$ cat src/wtu_pkg.sv
// Shared constants and types of the watchdog timer unit
package wtu_pkg;

  // Special-function register address and layout of watchdog_control
  localparam logic [7:0] WTU_CTRL_ADDR  = 8'hc0;
  localparam logic [7:0] WTU_CTRL_RESET = 8'h10;
  localparam int         WTU_PRE_LSB    = 4;
  localparam int         WTU_IRQ_SEL    = 3;
  localparam int         WTU_FLAG       = 2;
  localparam int         WTU_ARM        = 1;
  localparam int         WTU_UNLOCK     = 0;

  // Prescale codes: 0..7 timed, 8 immediate reset, above 8 reserved
  localparam logic [3:0] WTU_PRE_MAX_TIMED = 4'h7;
  localparam logic [3:0] WTU_PRE_IMMEDIATE = 4'h8;

  // Timebase: 2^9 crystal periods at 32.768 kHz, doubled per prescale step
  localparam int         WTU_XTAL_HZ     = 32768;
  localparam int         WTU_BASE_SHIFT  = 9;
  localparam int         WTU_CNT_W       = 16;
  localparam logic [16:0] WTU_BASE_PERIOD = 17'h00200;

  // Instruction ends counted from setting the unlock bit: its own, then one more
  localparam logic [1:0] WTU_UNLOCK_SPAN = 2'h2;
  localparam logic [1:0] WTU_UNLOCK_OPEN = 2'h1;

  // One special-function register access from the core
  typedef struct packed {
    logic [7:0] addr;
    logic       wr;
    logic       bit_wr;
    logic [2:0] bit_idx;
    logic       bit_val;
    logic [7:0] wdata;
  } wtu_sfr_req_t;

  typedef enum logic [1:0] {
    WTU_IDLE,
    WTU_TIMING,
    WTU_IRQ_WAIT
  } wtu_state_t;

endpackage

$ cat src/wtu_xtal_tick.sv
// Crystal-clock edge detector producing one core-cycle tick per crystal period
`timescale 1ns/10ps
`default_nettype none
module wtu_xtal_tick
  import wtu_pkg::*;
(
  input  wire logic clk,
  input  wire logic rst,
  input  wire logic xtal_clk,
  output logic      tick
);

  logic xtal_prev;

  always_ff @(posedge clk) begin
    if (rst) begin
      xtal_prev <= 1'b0;
    end else begin
      xtal_prev <= xtal_clk;
    end
  end

  // Rising crystal edge only; the core clock is far faster than 32 kHz
  always_ff @(posedge clk) begin
    if (rst) begin
      tick <= 1'b0;
    end else begin
      tick <= xtal_clk & ~xtal_prev;
    end
  end

endmodule
`default_nettype wire

$ cat src/wtu_timeout_cnt.sv
// Timeout counter advanced by crystal ticks, limit chosen by the prescale code
`timescale 1ns/10ps
`default_nettype none
module wtu_timeout_cnt
  import wtu_pkg::*;
(
  input  wire logic       clk,
  input  wire logic       rst,
  input  wire logic       restart,
  input  wire logic       run,
  input  wire logic       tick,
  input  wire logic [3:0] pre,
  output logic            expire
);

  logic [WTU_CNT_W-1:0] count;
  logic [WTU_CNT_W-1:0] last_count;

  function automatic logic [WTU_CNT_W-1:0] wtu_last(input logic [3:0] p);
    logic [16:0] span;
    span = WTU_BASE_PERIOD << p[2:0];
    return WTU_CNT_W'(span - 17'h00001);
  endfunction

  assign last_count = wtu_last(pre);

  always_ff @(posedge clk) begin
    if (rst) begin
      count <= '0;
    end else if (restart || !run) begin
      count <= '0;
    end else if (tick) begin
      if (count == last_count) begin
        count <= '0;
      end else begin
        count <= count + 1'b1;
      end
    end
  end

  assign expire = run && !restart && tick && (count == last_count);

endmodule
`default_nettype wire

$ cat src/watchdog_timer_unit.sv
// Watchdog timer unit: control register, write unlock, timeout and responses
//
// What this block does
// Clearing the arm bit stops supervision; no timeout reset or interrupt follows.
// While armed, missing a re-arm before timeout raises reset or interrupt.
// The counter advances on the 32 kHz crystal clock, not the core clock.
// A control write counts only when the unlock sequence directly precedes it.
// Timeout is 2^prescale times 2^9 crystal periods for codes 0 to 7.
// Code 8 resets immediately; codes above 8 are reserved for software.
// With interrupt select set, expiry raises an interrupt instead of reset.
// The watchdog interrupt ignores the global mask and has fixed high priority.
// In interrupt mode the prescale sets the period between repeated interrupts.
// Each timeout sets the timeout status flag.
// The flag clears only by software zero or hardware reset, not watchdog reset.
// Setting the arm bit enables the watchdog and restarts its counters.
// Arm clears on software zero, watchdog reset, hardware reset or supply alarm.
// Software masks interrupts, sets unlock, then writes control in the next instruction.
// Unlock permission expires after the one instruction following its setting.
`timescale 1ns/10ps
`default_nettype none
module watchdog_timer_unit
  import wtu_pkg::*;
(
  input  wire logic         clk,
  input  wire logic         rst,
  input  wire wtu_sfr_req_t sfr_req,
  input  wire logic         instr_done,
  input  wire logic         xtal_clk,
  input  wire logic         supply_monitor_irq,
  input  wire logic         irq_ack,
  output logic [7:0]        sfr_rdata,
  output logic              sys_reset_req,
  output logic              timeout_irq,
  output logic              timeout_irq_high_prio,
  output logic [3:0]        timeout_prescale,
  output logic              watchdog_arm
);

  // Control fields
  logic       timeout_irq_select;
  logic       timeout_flag;
  logic [1:0] unlock_cnt;
  logic       write_unlock;

  // Access decoding
  logic       hit;
  logic       byte_hit;
  logic       bit_hit;
  logic       set_unlock;
  logic       ctrl_wr_ok;
  logic [7:0] cur_byte;
  logic [7:0] new_byte;
  logic [7:0] touched;

  // Timeout machinery
  logic       tick;
  logic       kick;
  logic       run;
  logic       restart;
  logic       expire;
  logic       immediate;
  logic       wd_reset;
  logic       wd_irq_event;
  wtu_state_t state;
  wtu_state_t next_state;

  // Byte as the access leaves it: one bit replaced for a bit write, wdata whole for a byte write
  function automatic logic [7:0] wtu_merge(input logic [7:0] cur, input logic bw,
                                           input logic [2:0] idx, input logic val,
                                           input logic [7:0] wd);
    logic [7:0] r;
    r = cur;
    if (bw) begin
      r[idx] = val;
    end else begin
      r = wd;
    end
    return r;
  endfunction

  // Which bits an access really changes
  function automatic logic [7:0] wtu_mask(input logic bw, input logic [2:0] idx);
    logic [7:0] m;
    m = 8'hff;
    if (bw) begin
      m = 8'h01 << idx;
    end
    return m;
  endfunction

  assign hit      = (sfr_req.addr == WTU_CTRL_ADDR);
  assign byte_hit = hit && sfr_req.wr;
  assign bit_hit  = hit && sfr_req.bit_wr;

  assign cur_byte = {timeout_prescale, timeout_irq_select, timeout_flag, watchdog_arm, write_unlock};
  assign new_byte = wtu_merge(cur_byte, sfr_req.bit_wr, sfr_req.bit_idx, sfr_req.bit_val, sfr_req.wdata);
  assign touched  = wtu_mask(sfr_req.bit_wr, sfr_req.bit_idx);

  // Setting the unlock bit alone needs no permission
  assign set_unlock = bit_hit && (sfr_req.bit_idx == 3'(WTU_UNLOCK)) && sfr_req.bit_val;

  // Any other write lands only inside the one-instruction window
  assign ctrl_wr_ok = (byte_hit || (bit_hit && !set_unlock)) && (unlock_cnt == WTU_UNLOCK_OPEN);

  assign write_unlock = (unlock_cnt != 2'h0);

  always_ff @(posedge clk) begin
    if (rst) begin
      unlock_cnt <= 2'h0;
    end else if (set_unlock) begin
      unlock_cnt <= WTU_UNLOCK_SPAN;
    end else if (ctrl_wr_ok) begin
      unlock_cnt <= 2'h0;
    end else if (instr_done && unlock_cnt != 2'h0) begin
      unlock_cnt <= unlock_cnt - 2'h1;
    end
  end

  // Prescale and interrupt select
  always_ff @(posedge clk) begin
    if (rst) begin
      timeout_prescale <= WTU_CTRL_RESET[7:WTU_PRE_LSB];
    end else if (ctrl_wr_ok && (touched[7:WTU_PRE_LSB] != 4'h0)) begin
      timeout_prescale <= new_byte[7:WTU_PRE_LSB];
    end
  end

  always_ff @(posedge clk) begin
    if (rst) begin
      timeout_irq_select <= WTU_CTRL_RESET[WTU_IRQ_SEL];
    end else if (ctrl_wr_ok && touched[WTU_IRQ_SEL]) begin
      timeout_irq_select <= new_byte[WTU_IRQ_SEL];
    end
  end

  // Kick: any accepted write of one to the arm bit, even if already set
  assign kick = ctrl_wr_ok && touched[WTU_ARM] && new_byte[WTU_ARM];

  always_ff @(posedge clk) begin
    if (rst) begin
      watchdog_arm <= WTU_CTRL_RESET[WTU_ARM];
    end else if (supply_monitor_irq || wd_reset) begin
      watchdog_arm <= 1'b0;
    end else if (ctrl_wr_ok && touched[WTU_ARM]) begin
      watchdog_arm <= new_byte[WTU_ARM];
    end
  end

  // Flag: timeout sets it and wins over a same-cycle software clear
  always_ff @(posedge clk) begin
    if (rst) begin
      timeout_flag <= WTU_CTRL_RESET[WTU_FLAG];
    end else if (expire || immediate) begin
      timeout_flag <= 1'b1;
    end else if (ctrl_wr_ok && touched[WTU_FLAG] && !new_byte[WTU_FLAG]) begin
      timeout_flag <= 1'b0;
    end
  end

  assign sfr_rdata = cur_byte;

  // Timeout counting
  assign run     = watchdog_arm && (timeout_prescale <= WTU_PRE_MAX_TIMED);
  assign restart = kick || !watchdog_arm;

  wtu_xtal_tick wtu_xtal_tick_inst (
    .clk      (clk),
    .rst      (rst),
    .xtal_clk (xtal_clk),
    .tick     (tick)
  );

  wtu_timeout_cnt wtu_timeout_cnt_inst (
    .clk     (clk),
    .rst     (rst),
    .restart (restart),
    .run     (run),
    .tick    (tick),
    .pre     (timeout_prescale),
    .expire  (expire)
  );

  // Code 8 fires at once while armed; reserved codes simply never time out
  assign immediate = watchdog_arm && (timeout_prescale == WTU_PRE_IMMEDIATE);

  assign wd_reset     = immediate || (expire && !timeout_irq_select);
  assign wd_irq_event = expire && timeout_irq_select;

  // Response tracking
  always_ff @(posedge clk) begin
    if (rst) begin
      state <= WTU_IDLE;
    end else begin
      state <= next_state;
    end
  end

  always_comb begin
    next_state = state;
    case (state)
      WTU_IDLE: begin
        if (watchdog_arm) begin
          next_state = WTU_TIMING;
        end
      end
      WTU_TIMING: begin
        if (wd_irq_event) begin
          next_state = WTU_IRQ_WAIT;
        end else if (!watchdog_arm) begin
          next_state = WTU_IDLE;
        end
      end
      WTU_IRQ_WAIT: begin
        // Counter keeps running, so a slow handler still sees the next period
        if (irq_ack && !wd_irq_event) begin
          next_state = watchdog_arm ? WTU_TIMING : WTU_IDLE;
        end
      end
      default: begin
        next_state = WTU_IDLE;
      end
    endcase
  end

  // Reset request: single pulse, registered
  always_ff @(posedge clk) begin
    if (rst) begin
      sys_reset_req <= 1'b0;
    end else begin
      sys_reset_req <= wd_reset;
    end
  end

  // Interrupt request held until acknowledged, not gated by the global mask
  always_ff @(posedge clk) begin
    if (rst) begin
      timeout_irq <= 1'b0;
    end else if (wd_irq_event) begin
      timeout_irq <= 1'b1;
    end else if (irq_ack || state == WTU_IDLE) begin
      timeout_irq <= 1'b0;
    end
  end

  // Fixed high priority marker for the interrupt controller
  always_ff @(posedge clk) begin
    if (rst) begin
      timeout_irq_high_prio <= 1'b0;
    end else begin
      timeout_irq_high_prio <= 1'b1;
    end
  end

endmodule
`default_nettype wire

$ cat config.mk
export PLATFORM = sky130hd
export DESIGN_NAME = watchdog_timer_unit
export DESIGN_NICKNAME = d
export VERILOG_FILES = /design/src/wtu_pkg.sv /design/src/wtu_xtal_tick.sv /design/src/wtu_timeout_cnt.sv /design/src/watchdog_timer_unit.sv
export SDC_FILE = /design/constraint.sdc
export NUM_CORES = 1
export LEC_CHECK = 0
export BUFFER_PORTS_ARGS = -buffer_cell sky130_fd_sc_hd__buf_2
export CAP_MARGIN = 20
export CORE_ASPECT_RATIO = 0.6
export CORE_MARGIN = 4
export CORE_UTILIZATION = 54
export DETAILED_ROUTE_END_ITERATION = 8
export PLACE_DENSITY_LB_ADDON = 0.15
export SYNTH_ARGS = -nofsm -noshare
export SYNTH_HDL_FRONTEND = slang
export SYNTH_SLANG_ARGS = --single-unit
$ cat constraint.sdc
create_clock -name clk -period 3.4 [get_ports clk]
set_clock_uncertainty 0.1 [all_clocks]
set_input_delay 0.17 -clock clk [delete_from_list [all_inputs] [get_ports clk]]
set_output_delay 0.17 -clock clk [all_outputs]
set_load 0.03 [all_outputs]
==> summary.md <==
| Metric | Value |
|---|---|
| Initial antenna violation count | 0 |
| Number of global-route vias before repair | 1,381 |
| Die W | 84.9 um |
| Syn Area/Cell | 8.15 um^2 |
| Clock latency on the worst-skew pair | 290 ps |
| First-pass GRT wire length | 6.56 mm |
| CP bufs+invs | 0 |
| Slowest stage cell, crit path | dfxtp_1 |
| Peak fanout along the critical path | 14 |
| Post-cts resize count | 0 |
| H-tree depth | 2 |
| Largest stage delay on the critical path | 430 ps |
| Clock sink count | 32 |
| Reg clk slew, reported paths | 70 ps |
| Dominant synthesized flop cell | dfxtp_1 |
| Initial Utilization | 57.6% |
| Tot GR Track Use | 18.7% |
| Post-synthesis sequential area ratio | 33.5% |
| Number of I/O port buffers | 42 |
| Hpwl dp | 2.99 mm |
| Hold slack | 5.94 ps |
| Post-Synthesis Net Count | 267 |
| Crit. Startpoint | timeout_prescale[1] |
| Fin. Hold Viols | 0 |
| Worst setup EP type | register |
| Diode count | 0 |
| Area Growth Syn to Fin | 15.9% |
| Fmax | 367 MHz |
| Pwr dens | 386 nW/um^2 |
| CTS max path bufs | 2 |
| Via Count | 1,659 |
| Number of max-cap violations | 0 |
| Post-Syn Instances | 235 |
| EDFF count, synth | 0 |
| Post-Syn Area | 1910 um^2 |
| Final GP Congestion | 0.788 |
| Yosys Warn Count | 0 |
| Average wire per standard cell | 12.8 um |
| P_leak | 0.000886 uW |
| Setup violators final | 0 |
| Cell Chain, Critical Path | or3_1, ha_1, nor2b_1, o32a_1, a31oi_1, o21ai_0, o311ai_1, a21boi_0 |
| CTS buffer count | 5 |
| Final period util | 80.1% |
| DRT Wirelength | 4.02 mm |
| Seq cells post-synth | 32 |
| DP Area | 2080 um^2 |
| CP arrival | 2790 ps |
| Die area | 4590 um^2 |
| Root Driver | clkbuf_8 |
| Worst hold start | irq_ack |
| Largest net degree at the start of global routing | 23 |
| # nets final | 301 |
| Setup CP Type | reg2reg |
| Vias per inst | 5.27 |
| Grt total ovfl | 0 |
| DRC viols | 0 |
| Type of origin of the critical path | register |
| Peak VDD IR | 0.250 mV |
| Slew HR | 51.1% |
| Layout cell share with drive strength beyond 1 | 22.2% |
| Clock period minus worst slack | 2720 ps |
| Delay-heaviest family, CP | compound AO/OA/AOI/OAI gates |
| Row cnt | 16 |
| Core area | 3320 um^2 |
| Worst min path class | in2reg |
| Post-synth cell types | 53 |
| Status | finished clean |
| Slew Viols, Final | 0 |
| CTS tree | done |
| Storage cell area | 641 um^2 |
| Multi-input gate area | 1120 um^2 |
| Die Span Y | 54.1 um |
| # fillers | 294 |
| Drt first pass iters | 4 |
| Worst-Margin Slew | 728 ps |
| 1st-iter DRT viols | 82 |
| Async SR Flop Fraction | 0% |
| ANT nets after route | 0 |
| RSZ-0062 raised after global routing | no |
| Finished Cell Area | 2220 um^2 |
| I/O pin count | 44 |
| Fin Setup TNS | 0 ps |
| R2R Path Start | timeout_prescale[1] |
| Critical Path RT | 3470 ps |
-- state kept, by name (all words and copies together) (netlist names) --
signal,cells
wtu_xtal_tick_inst.xtal_prev,1
wtu_xtal_tick_inst.tick,1
watchdog_arm,1
sys_reset_req,1
state,2
timeout_prescale,4
timeout_flag,1
timeout_irq_select,1
unlock_cnt,2
wtu_timeout_cnt_inst.count,16
timeout_irq,1
timeout_irq_high_prio,1
-- layout by cell type, fill, tap and decap left out, drive strengths merged, types with 3 or more instances in the layout --
master  count
a211oi      5
a21oi       9
and3        3
buf        44
clkbuf      7
dfxtp      32
ha          4
inv        11
nand2      20
nand3      10
nand4       9
nor2       29
nor2b       7
nor3        3
nor4        4
o21ai      14
o31ai       3
xnor2       4
xor2       16
-- through the flow --
stage                     utilization (%)  std cells  power, uW  setup slack [ps]
after floorplan                         -        235        439               647
after global placement               62.7        306        462               700
after detailed placement             62.7        306        463               690
after CTS                            66.8        315        866               673
after global routing                 66.8        315        888               512
final                                66.8        315        856               677
-- path summary, 6_finish.rpt --
check	endpoint	slack, ps	cells past startpoint
setup reg to reg	wtu_timeout_cnt_inst.count[1]	680	8
hold / removal	state[1]	6	2
setup / recovery	wtu_timeout_cnt_inst.count[1]	680	8
hold reg to reg	wtu_xtal_tick_inst.tick	280	1
-- cells in the mapped netlist (2+ instances only) --
cell type	count	area (um^2)
dfxtp_1	32	641
nor2_1	29	109
nand2_1	19	71.3
xor2_1	16	140
o21ai_0	14	70.1
inv_1	11	41.3
nand3_1	10	50.1
nand4_1	9	56.3
a21oi_1	8	40.0
buf_4	8	60.1
nor2b_1	7	43.8
a211oi_1	5	37.5
buf_2	5	25.0
ha_1	4	50.1
nor4_1	4	25.0
xnor2_1	4	35.0
and3_1	3	18.8
clkbuf_1	3	11.3
nor3_1	3	15.0
a31oi_1	2	12.5
and2_1	2	12.5
and2b_1	2	15.0
nand4bb_1	2	22.5
o31ai_1	2	15.0
o32a_1	2	20.0
or3_1	2	12.5
-- layer usage --
metal	GRT usage (%)	up-vias	share of wire (%)
li1	-	888	-
met1	27.9	724	57
met2	24.3	45	37
met3	6.73	2	6.4
met4	5.53	0	0.25
met5	0	-	0
-- cell type report --
class / count / share of cell area [%]
clock buffer: 7 / 4.34
clock inverter: 1 / 1.35
inverter: 11 / 1.86
multi-input combinational: 174 / 50.5
sequential: 32 / 28.9
tap: 45 / 2.54
timing repair buffer: 45 / 10.6
-- power by group --
part / total, uW / internal (uW) / switching [uW]
clock network: 401 / 258 / 142
registers: 384 / 380 / 3.91
logic: 72.0 / 30.9 / 41.1
total: 856 / 669 / 187
-- repair_timing --
action	in CTS	in global routing
hold endpoints to repair	1	0
setup buffers	0	0
hold buffers	1	0
-- logic make-up (layout without fill, tap and decap cells) --
logic type / after synthesis / count (layout) / share of synthesized area [%]
AND/OR/NAND/NOR: 101 / 101 / 28.2
AO/OA/AOI/OAI: 48 / 48 / 18.0
flip-flops: 32 / 32 / 33.5
buffers and inverters: 29 / 64 / 8.04
XOR/XNOR: 20 / 20 / 9.15
adder cells (fa/ha/maj): 4 / 4 / 2.61
multiplexers: 1 / 1 / 0.523
(Power assumes the default switching activity.)
